### src/shared/automatic_transfer_mode_regs.svh
// Summary of operation
// RULE1 - Mask bit enables its event into summary
// RULE2 - Mirror read leaves endpoint status untouched
// RULE3 - Mirror follows selected endpoint, DMA state irrelevant
// RULE4 - Packet count decrements, saturates at zero
// RULE5 - Count-done sets on next success at zero
// RULE6 - Receive decrements after good packet moved
// RULE7 - Transmit decrements after fetch and good send
// RULE8 - Firmware loads packet count minus one
// RULE9 - Count write beats same-cycle decrement
// RULE10 - Seven-bit error counter, preset, decrements per error
// RULE11 - Counter reloads on success and mode stop
// RULE12 - Error at zero count sets error event
// RULE13 - Non-iso handling covers CRC and stuffing errors
// RULE14 - Non-iso transmit unacked packet reloaded, resent
// RULE15 - Non-iso receive bad packet flushed for retry
// RULE16 - Iso receive bad packet flushed, not moved
// RULE17 - Clearing handling enable stops all retries immediately
// RULE18 - With handling on, error event withheld until exhausted
// RULE19 - Any event ends automatic mode, blocks start
// RULE20 - Error control: preset low seven, enable bit seven
// RULE21 - Summary flag is OR of masked events
`ifndef AUTOMATIC_TRANSFER_MODE_REGS_SVH
`define AUTOMATIC_TRANSFER_MODE_REGS_SVH
`define ADDR_EVENT_MASK 4'h0
`define ADDR_STATUS_MIRROR 4'h1
`define ADDR_PACKET_COUNT 4'h2
`define ADDR_ERROR_CONTROL 4'h3
`define ADDR_EVENT_FLAGS 4'h4
`define ADDR_TRANSFER_CONTROL 4'h5
`define ADDR_ALT_EVENT 4'h6
`define EV_HALT 0
`define EV_ERROR 1
`define EV_COUNT 2
`define EV_SHORT 3
`define CTL_AUTO 3
`define CTL_SRC_LSB 0
`define ERR_AEH 7
`define RST_MASK 4'h0
`define RST_COUNT 8'h00
`define RST_ERRCTL 8'h00
`define ALT_DMA_BIT 7
`endif

### src/shared/automatic_transfer_mode_pkg.sv
package automatic_transfer_mode_pkg;
  typedef enum logic [1:0] {
    ST_IDLE = 2'b00,
    ST_RUN = 2'b01
  } mode_t;
  typedef logic [2:0] src_sel_t;
endpackage

### src/verilog/automatic_transfer_mode_support.sv
`include "automatic_transfer_mode_regs.svh"
module automatic_transfer_mode_support
  import automatic_transfer_mode_pkg::*;
#(
  parameter int N_EP = 8
) (
  input wire logic i_clk,
  input wire logic i_resetn,
  input wire logic [3:0] i_addr,
  input wire logic [7:0] i_wdata,
  input wire logic i_wr,
  input wire logic i_rd,
  output logic [7:0] o_rdata,
  input wire logic [N_EP*8-1:0] i_ep_status,
  input wire logic i_is_tx,
  input wire logic i_iso,
  input wire logic i_rx_good_moved,
  input wire logic i_tx_sent_ok,
  input wire logic i_bus_error,
  input wire logic i_short_packet,
  input wire logic i_halt_request,
  output logic o_auto_mode,
  output logic o_tx_reload,
  output logic o_rx_flush,
  output logic o_rx_drop,
  output logic o_summary_flag,
  output logic [3:0] o_events
);
  typedef struct packed {
    logic [1:0] rst_sync;
    logic [3:0] mask;
    logic [7:0] count;
    logic [7:0] errctl;
    logic [3:0] events;
    logic [3:0] ctl;
    mode_t mode;
    logic [7:0] rdata;
    logic tx_reload;
    logic rx_flush;
    logic rx_drop;
    logic summary;
  } state_t;
  state_t s_q, s_d;
  logic rst_n;
  logic [7:0] mirror;
  logic [6:0] err_count;
  logic err_exhausted;
  logic active;
  logic ok;
  logic bad;
  logic auto_error_handling;

  assign rst_n = s_q.rst_sync[1];
  assign active = (s_q.mode == ST_RUN);
  assign auto_error_handling = s_q.errctl[`ERR_AEH];
  assign ok = active && (i_is_tx ? i_tx_sent_ok : i_rx_good_moved); // [RULE6] [RULE7]
  assign bad = active && i_bus_error;

  function automatic logic wr_hit(input logic [3:0] a);
    wr_hit = i_wr && (i_addr == a);
  endfunction

  status_mirror #(.N_EP(N_EP)) u_mirror (
    .i_sel(src_sel_t'(s_q.ctl[2:0])),
    .i_status(i_ep_status),
    .o_mirror(mirror)
  );

  error_counter u_errcnt (
    .i_clk(i_clk),
    .i_rst_n(rst_n),
    .i_preset(s_q.errctl[6:0]),
    .i_active(active),
    .i_ok(ok),
    .i_err(bad),
    .o_count(err_count),
    .o_exhausted(err_exhausted)
  );

  always_comb begin
    logic [3:0] ev_set;
    logic [3:0] ev_clr;
    ev_set = 4'h0;
    ev_clr = 4'h0;
    s_d = s_q;
    s_d.rst_sync = {s_q.rst_sync[0], 1'b1};
    s_d.tx_reload = 1'b0;
    s_d.rx_flush = 1'b0;
    s_d.rx_drop = 1'b0;
    // Successful packet: count down or signal count-done at zero
    if (ok) begin
      if (s_q.count != 8'h00) begin
        s_d.count = s_q.count - 8'h01; // [RULE4]
      end else begin
        ev_set[`EV_COUNT] = 1'b1; // [RULE5]
      end
    end
    if (bad) begin
      if (auto_error_handling) begin
        // Retry actions only while enable bit is set this cycle
        s_d.tx_reload = i_is_tx && !i_iso; // [RULE13] [RULE14] [RULE17]
        s_d.rx_flush = !i_is_tx; // [RULE15] [RULE16] [RULE17]
        s_d.rx_drop = !i_is_tx && i_iso; // [RULE16]
        if (err_exhausted) begin
          ev_set[`EV_ERROR] = 1'b1; // [RULE18]
        end
      end else if (err_exhausted || !auto_error_handling) begin
        ev_set[`EV_ERROR] = 1'b1; // [RULE12]
      end
    end
    if (active && i_short_packet && !i_is_tx) begin
      ev_set[`EV_SHORT] = 1'b1;
    end
    if (active && (i_halt_request || (wr_hit(`ADDR_TRANSFER_CONTROL)
        && !i_wdata[`CTL_AUTO]))) begin
      ev_set[`EV_HALT] = 1'b1;
    end
    if (wr_hit(`ADDR_EVENT_FLAGS)) begin
      ev_clr = i_wdata[3:0];
    end
    // Hardware set wins over a same-cycle clear
    s_d.events = (s_q.events & ~ev_clr) | ev_set;
    if (wr_hit(`ADDR_EVENT_MASK)) begin
      s_d.mask = i_wdata[3:0];
    end
    if (wr_hit(`ADDR_PACKET_COUNT)) begin
      s_d.count = i_wdata; // [RULE9]
    end
    if (wr_hit(`ADDR_ERROR_CONTROL)) begin
      s_d.errctl = i_wdata; // [RULE20]
    end
    if (wr_hit(`ADDR_TRANSFER_CONTROL)) begin
      s_d.ctl = i_wdata[3:0];
    end
    unique case (s_q.mode)
      ST_IDLE: begin
        if (s_d.ctl[`CTL_AUTO] && s_q.events == 4'h0) begin
          s_d.mode = ST_RUN; // [RULE19]
        end else begin
          // A refused start must not linger and fire once events are cleared
          s_d.ctl[`CTL_AUTO] = 1'b0; // [RULE19]
        end
      end
      ST_RUN: begin
        if (!s_d.ctl[`CTL_AUTO] || s_d.events != 4'h0) begin
          s_d.mode = ST_IDLE; // [RULE19]
          s_d.ctl[`CTL_AUTO] = 1'b0;
        end
      end
    endcase
    s_d.summary = |(s_d.events & s_d.mask); // [RULE1] [RULE21]
    s_d.rdata = 8'h00;
    if (i_rd) begin
      case (i_addr)
        `ADDR_EVENT_MASK: s_d.rdata = {4'h0, s_q.mask};
        `ADDR_STATUS_MIRROR: s_d.rdata = mirror; // [RULE2] [RULE3]
        `ADDR_PACKET_COUNT: s_d.rdata = s_q.count;
        `ADDR_ERROR_CONTROL: s_d.rdata = s_q.errctl;
        `ADDR_EVENT_FLAGS: s_d.rdata = {4'h0, s_q.events};
        `ADDR_TRANSFER_CONTROL: s_d.rdata = {4'h0, s_q.ctl};
        `ADDR_ALT_EVENT: s_d.rdata = {s_q.summary, 7'h00};
        default: s_d.rdata = 8'h00;
      endcase
    end
  end

  always_ff @(posedge i_clk or negedge i_resetn) begin
    if (!i_resetn) begin
      s_q <= '{rst_sync: 2'b00, mask: `RST_MASK, count: `RST_COUNT,
               errctl: `RST_ERRCTL, events: 4'h0, ctl: 4'h0, mode: ST_IDLE,
               rdata: 8'h00, tx_reload: 1'b0, rx_flush: 1'b0, rx_drop: 1'b0,
               summary: 1'b0};
    end else if (!rst_n) begin
      s_q <= '{rst_sync: s_d.rst_sync, mask: `RST_MASK, count: `RST_COUNT,
               errctl: `RST_ERRCTL, events: 4'h0, ctl: 4'h0, mode: ST_IDLE,
               rdata: 8'h00, tx_reload: 1'b0, rx_flush: 1'b0, rx_drop: 1'b0,
               summary: 1'b0};
    end else begin
      s_q <= s_d;
    end
  end

  assign o_rdata = s_q.rdata;
  // Run is the only mode code with bit 0 set
  assign o_auto_mode = s_q.mode[0];
  assign o_tx_reload = s_q.tx_reload;
  assign o_rx_flush = s_q.rx_flush;
  assign o_rx_drop = s_q.rx_drop;
  assign o_summary_flag = s_q.summary;
  assign o_events = s_q.events;

  a_count_floor: assert property (@(posedge i_clk) disable iff (!rst_n) // [RULE4]
    ok && s_q.count == 8'h00 && !wr_hit(`ADDR_PACKET_COUNT) |=> s_q.count == 8'h00)
    else $error("packet count wrapped");
  a_count_done: assert property (@(posedge i_clk) disable iff (!rst_n) // [RULE5]
    ok && s_q.count == 8'h00 |=> s_q.events[`EV_COUNT])
    else $error("count-done not set");
  a_count_write: assert property (@(posedge i_clk) disable iff (!rst_n) // [RULE9]
    wr_hit(`ADDR_PACKET_COUNT) |=> s_q.count == $past(i_wdata))
    else $error("count write lost");
  a_summary_gate: assert property (@(posedge i_clk) disable iff (!rst_n) // [RULE21]
    o_summary_flag == |(o_events & s_q.mask))
    else $error("summary flag mismatch");
  a_mask_block: assert property (@(posedge i_clk) disable iff (!rst_n) // [RULE1]
    s_q.mask == 4'h0 && !wr_hit(`ADDR_EVENT_MASK) |=> !o_summary_flag)
    else $error("masked event raised summary");
  a_mode_stop: assert property (@(posedge i_clk) disable iff (!rst_n) // [RULE19]
    active && s_d.events != 4'h0 |=> !active)
    else $error("auto mode not ended");
  a_retry_off: assert property (@(posedge i_clk) disable iff (!rst_n) // [RULE17]
    !auto_error_handling |=> !o_tx_reload && !o_rx_flush && !o_rx_drop)
    else $error("retry while handling off");
  a_err_withheld: assert property (@(posedge i_clk) disable iff (!rst_n) // [RULE18]
    auto_error_handling && bad && err_count != 7'h00 && !s_q.events[`EV_ERROR] |=> !s_q.events[`EV_ERROR])
    else $error("error event not withheld");
  a_mirror_read: assert property (@(posedge i_clk) disable iff (!rst_n) // [RULE3]
    i_rd && i_addr == `ADDR_STATUS_MIRROR |=> o_rdata == $past(mirror))
    else $error("mirror read wrong");
  a_count_decrement: assert property (@(posedge i_clk) disable iff (!rst_n) // [RULE4]
    ok && s_q.count != 8'h00 && !wr_hit(`ADDR_PACKET_COUNT)
    |=> s_q.count == $past(s_q.count) - 8'h01)
    else $error("packet count did not decrement");
  a_rx_count_hold: assert property (@(posedge i_clk) disable iff (!rst_n) // [RULE6]
    !i_is_tx && !i_rx_good_moved && !wr_hit(`ADDR_PACKET_COUNT) |=> $stable(s_q.count))
    else $error("receive count moved without a good packet");
  a_tx_count_hold: assert property (@(posedge i_clk) disable iff (!rst_n) // [RULE7]
    i_is_tx && !i_tx_sent_ok && !wr_hit(`ADDR_PACKET_COUNT) |=> $stable(s_q.count))
    else $error("transmit count moved without a good send");
  a_done_held_off: assert property (@(posedge i_clk) disable iff (!rst_n) // [RULE5]
    ok && s_q.count != 8'h00 && !s_q.events[`EV_COUNT] |=> !s_q.events[`EV_COUNT])
    else $error("count-done set early");
  a_error_at_zero: assert property (@(posedge i_clk) disable iff (!rst_n) // [RULE12]
    bad && err_count == 7'h00 |=> s_q.events[`EV_ERROR])
    else $error("error event missing at zero count");
  a_tx_reload: assert property (@(posedge i_clk) disable iff (!rst_n) // [RULE14]
    bad && auto_error_handling && i_is_tx && !i_iso |=> o_tx_reload)
    else $error("unacked packet not reloaded");
  a_rx_flush: assert property (@(posedge i_clk) disable iff (!rst_n) // [RULE15]
    bad && auto_error_handling && !i_is_tx |=> o_rx_flush)
    else $error("bad receive packet not flushed");
  a_iso_drop: assert property (@(posedge i_clk) disable iff (!rst_n) // [RULE16]
    bad && auto_error_handling && !i_is_tx && i_iso |=> o_rx_drop)
    else $error("bad iso packet not dropped");
  a_retry_cause: assert property (@(posedge i_clk) disable iff (!rst_n) // [RULE13]
    !bad |=> !o_tx_reload && !o_rx_flush && !o_rx_drop)
    else $error("retry without a bus error");
  a_start_refused: assert property (@(posedge i_clk) disable iff (!rst_n) // [RULE19]
    !active && s_q.events != 4'h0 |=> !active)
    else $error("auto mode started with event pending");
  a_errctl_write: assert property (@(posedge i_clk) disable iff (!rst_n) // [RULE20]
    wr_hit(`ADDR_ERROR_CONTROL) |=> s_q.errctl == $past(i_wdata))
    else $error("error control write lost");
  a_halt_on_stop: assert property (@(posedge i_clk) disable iff (!rst_n) // [RULE19]
    active && wr_hit(`ADDR_TRANSFER_CONTROL) && !i_wdata[`CTL_AUTO] |=> s_q.events[`EV_HALT])
    else $error("stop did not raise halt event");
  c_error_event: cover property (@(posedge i_clk) disable iff (!rst_n) s_q.events[`EV_ERROR]);
  c_count_done: cover property (@(posedge i_clk) disable iff (!rst_n) s_q.events[`EV_COUNT]);
  c_tx_reload: cover property (@(posedge i_clk) disable iff (!rst_n) o_tx_reload);
  c_iso_drop: cover property (@(posedge i_clk) disable iff (!rst_n) o_rx_drop);
  c_run: cover property (@(posedge i_clk) disable iff (!rst_n) active ##1 !active);
endmodule

### src/verilog/status_mirror.sv
`include "automatic_transfer_mode_regs.svh"
module status_mirror
  import automatic_transfer_mode_pkg::*;
#(
  parameter int N_EP = 8
) (
  input wire logic [2:0] i_sel,
  input wire logic [N_EP*8-1:0] i_status,
  output logic [7:0] o_mirror
);
  // Combinational view only; no read strobe reaches the status sources
  always_comb begin
    o_mirror = i_status[i_sel*8 +: 8]; // [RULE2] [RULE3]
  end
endmodule

### src/verilog/error_counter.sv
`include "automatic_transfer_mode_regs.svh"
module error_counter
  import automatic_transfer_mode_pkg::*;
(
  input wire logic i_clk,
  input wire logic i_rst_n,
  input wire logic [6:0] i_preset,
  input wire logic i_active,
  input wire logic i_ok,
  input wire logic i_err,
  output logic [6:0] o_count,
  output logic o_exhausted
);
  typedef struct packed {
    logic [6:0] cnt;
  } ec_state_t;
  ec_state_t s_q, s_d;
  always_comb begin
    s_d = s_q;
    if (!i_active || i_ok) begin
      s_d.cnt = i_preset; // [RULE11]
    end else if (i_err && s_q.cnt != 7'h00) begin
      s_d.cnt = s_q.cnt - 7'h01; // [RULE10]
    end
  end
  always_ff @(posedge i_clk or negedge i_rst_n) begin
    if (!i_rst_n) begin
      s_q <= '0;
    end else begin
      s_q <= s_d;
    end
  end
  assign o_count = s_q.cnt;
  assign o_exhausted = i_active && i_err && (s_q.cnt == 7'h00); // [RULE12]
  a_err_decrement: assert property (@(posedge i_clk) disable iff (!i_rst_n) // [RULE10]
    i_active && !i_ok && i_err && s_q.cnt != 7'h00 |=> s_q.cnt == $past(s_q.cnt) - 7'h01)
    else $error("error counter did not decrement");
  a_err_reload: assert property (@(posedge i_clk) disable iff (!i_rst_n) // [RULE11]
    (!i_active || i_ok) |=> s_q.cnt == $past(i_preset))
    else $error("error counter did not reload");
endmodule

### config.mk
export PLATFORM = sky130hd
export DESIGN_NAME = automatic_transfer_mode_support
export DESIGN_NICKNAME = d
export VERILOG_FILES = /design/src/shared/automatic_transfer_mode_pkg.sv /design/src/verilog/automatic_transfer_mode_support.sv /design/src/verilog/status_mirror.sv /design/src/verilog/error_counter.sv
export VERILOG_INCLUDE_DIRS = /design/src /design/src/shared
export SDC_FILE = /design/constraint.sdc
export NUM_CORES = 1
export LEC_CHECK = 0
export ABC_AREA = 1
export ABC_CLOCK_PERIOD_IN_PS = 800
export BUFFER_PORTS_ARGS = -buffer_cell sky130_fd_sc_hd__buf_2
export CORE_AREA = 2 2 85 87
export CTS_BUF_LIST = sky130_fd_sc_hd__clkbuf_4 sky130_fd_sc_hd__clkbuf_8
export DETAILED_ROUTE_END_ITERATION = 12
export DIE_AREA = 0 0 87 89
export GPL_TIMING_DRIVEN = 0
export PLACE_DENSITY = 0.86
export SYNTH_ARGS = -nofsm -noshare
export SYNTH_HDL_FRONTEND = slang
export SYNTH_SLANG_ARGS = --single-unit
### constraint.sdc
create_clock -name i_clk -period 0.8 [get_ports i_clk]
set_clock_uncertainty 0.05 [all_clocks]
set_input_delay 0.12 -clock i_clk [delete_from_list [all_inputs] [get_ports i_clk]]
set_output_delay 0.12 -clock i_clk [all_outputs]
set_load 0.03 [all_outputs]
==> results.cfg <==
[yosys]
synth_edf_count = 0
synth_fa_ha_area_share_pct = 1.49
syn_nets = 565
synthCells = 474
ys.flop_type = dfrtp_1
ys_seq_area_share_pct = 37.2
synth_top_area_share_pct = 37.2
ys_warn_count = 0
ys_top_cells_by_area = dfrtp_1 37%, nor2_1 8.5%, o21ai_0 7.6%
yosysMostFrequentCell = nor2_1
netlist.top_cell.by_area = dfrtp_1
synthDistinctLibCells = 36
synth-async-reset-ratio_pct = 100
yosys.area_share.simple_pct = 26.1
synth_xor_area_share_pct = 1.04
synth_compound_area_share_pct = 22.1
syn_area_um2 = 3360
synth.ff_latch_count = 50
avgSynthCellArea_um2 = 7.09
synth_commonest_cells = 76 x nor2_1, 67 x nand2_1, 51 x o21ai_0
muxShareOfSynthArea_pct = 0
synth_top_family_by_area = simple AND/OR/NAND/NOR gates

[flow_run]
cap_violations = 0

[floorplanning]
dieArea_um2 = 7740
fp.coreArea_um2 = 6720
initial_core_util_pct = 50.0
die_width_um = 87
row_count = 30
io_pins = 104
chipHeight_um = 89

[timing]
fmax_ghz = 0.615
max_slew_margin_pct = 60.3
hold_viol_final = 43
setup_ws_ns = -0.825
min_period_over_period_pct = 203
hold_ws_ns = -0.219
worst_slew_pin_slew_ns = 0.594
tns_ns = -28.34
setup_viol = 65
rsz0062_at_grt = yes
maxSlewViolCount = 0
fin_crit_ns = 1.62

[critical_path]
critPathRequiredTime_ns = 0.98
cp-startpoint = u_errcnt.o_count[1]$_DFFE_PN0P_
critical_path_class = reg -> reg
end_kind = flip-flop
cp-start-kind = flip-flop
cp_max_fo = 2
arrival_ns = 1.81
reg2reg_slack_ns = -0.82
r2r-start = u_errcnt.o_count[1]$_DFFE_PN0P_

[layout]
nNetsFinal = 706
fin_area_um2 = 5180
drive_above_1_share_pct = 46.4
n_antenna_cell = 0
synthToLayoutAreaGrowth_pct = 54.3

[grt]
overflow = 0
track_usage_pct = 29.7
grt_pass1_vias = 3768
grt_max_degree = 44
grt_first_pass_wirelength_um = 18100
antenna_found_initial = 0

[drt]
vias_per_cell = 6.07
first_pass_iters = 7
routed_wl_um = 13200
first_iter_violations = 569
wire_per_inst_um = 19.0
dr_total_vias = 4227
final_antenna_net_count = 0
drc = 0

[outcome]
violations = negative hold slack, negative setup slack
status = complete, but fails checks

[clock_tree]
cts_inserted_buffers = 5
max-clock-path-buffers = 2
path_clk_slew_ns = 0.10
cts-hold-fix-buffers = 1
cts_sinks = 50
cts_tree = built
clockRootBuffer = clkbuf_8
clock_latency_ns = 0.31
htree_levels = 2

[pwr]
leakage_nw = 2.42
p_total_w = 0.00716
p_per_area_nw_per_um2 = 1380
max-vdd-ir-drop_mv = 1.23

[placed_design]
dpl-instance-area_um2 = 4100
io_buffers = 102
hpwl_um = 7730
globalplace.congestion = 0.963

[min_path]
hp-class = in -> async
==> metrics by stage <==
step	utilization [%]	std cells	worst slack, ns
2_1_floorplan	-	474	-0.545
3_3_place_gp	61.0	656	-0.684
3_5_place_dp	61.0	656	-0.759
4_1_cts	72.0	686	-0.682
5_1_grt	77.2	696	-0.902
6_report	77.2	696	-0.825
==> worst max-delay path: stages (launching register included) <==
cell	delay, ns
dfrtp_1	0.37
inv_2	0.06
ha_4	0.15
inv_2	0.05
nor2_2	0.03
nand3_2	0.10
nand2_2	0.06
nand2_2	0.11
nand2_2	0.09
nor2_2	0.14
nand3_2	0.13
a21oi_2	0.19
==> worst paths after layout <==
kind,endpoint,depth (start not counted)
max,s_q[17]$_DFF_PN0_,11
min,s_q[28]$_DFFE_PN0P_,1
max reg2reg,s_q[17]$_DFF_PN0_,11
min reg2reg,rst_n$_DFF_PN0_,0
max in group asynchronous,u_errcnt.o_count[5]$_DFFE_PN0P_,3
min in group i_clk,s_q[28]$_DFFE_PN0P_,3
==> power by group <==
| group | total (W) | switching, W | internal, W |
|---|---|---|---|
| clock | 0.00188 | 0.000940 | 0.000940 |
| sequential | 0.00286 | 0.000161 | 0.00270 |
| combinational | 0.00242 | 0.00141 | 0.00101 |
==> cell usage in the layout (no fill, tap or decap), types with 9 or more instances in the layout <==
master / instances
o21ai_0: 15
nor2_2: 19
buf_2: 85
o21ai_1: 45
o211ai_1: 21
inv_2: 9
nor2_4: 10
buf_6: 36
a21oi_1: 10
buf_4: 30
inv_1: 40
dfrtp_1: 47
nand3_2: 14
nand2_2: 10
nand3_1: 22
nor2_1: 53
nand2_1: 54
==> kinds of logic (layout without fill, tap and decap cells) <==
group / Yosys count / count (layout)
other cells: 1 / 1
xor+xnor: 4 / 4
simple gates: 203 / 203
fa+ha+maj: 4 / 4
flops: 50 / 50
buf+inv: 86 / 228
compound gates: 126 / 126
==> cell type report <==
class                      instances  area, µm²
buffer                            21        250
inverter                          54        221
clock buffer                       5       68.8
clock inverter                     3       43.8
tap                               80        100
fill                             409       1530
sequential                        50       1250
multi-input combinational        338       2180
timing repair buffer             145       1070
==> metal layers <==
layer / part of all wire, % / wire, µm / vias to the layer above / GRT usage, %
met5: 0 / 0 / - / 0
met4: 4.9 / 654 / 0 / 8.81
met3: 9.5 / 1260 / 80 / 4.16
met2: 49 / 6440 / 312 / 50.3
met1: 37 / 4880 / 1976 / 39.7
li1: - / - / 1859 / -
==> registers in the layout, summed over array words and instances, names as in the netlist <==
name / cells
o_rx_flush: 1
u_errcnt.o_count: 7
o_tx_reload: 1
o_rx_drop: 1
o_summary_flag: 1
rst_n: 1
o_auto_mode: 1
s_q: 23
s_d: 1
o_events: 4
o_rdata: 8
auto_error_handling: 1
==> repair_timing <==
item                                    CTS  global route
resized for setup                       123            67
endpoints found under the hold margin    46            43
endpoints found under the setup margin   65           108
buffers inserted                         22            12
pin swaps                                36            22
gates cloned                              8             1
(Power assumes the default switching activity.)
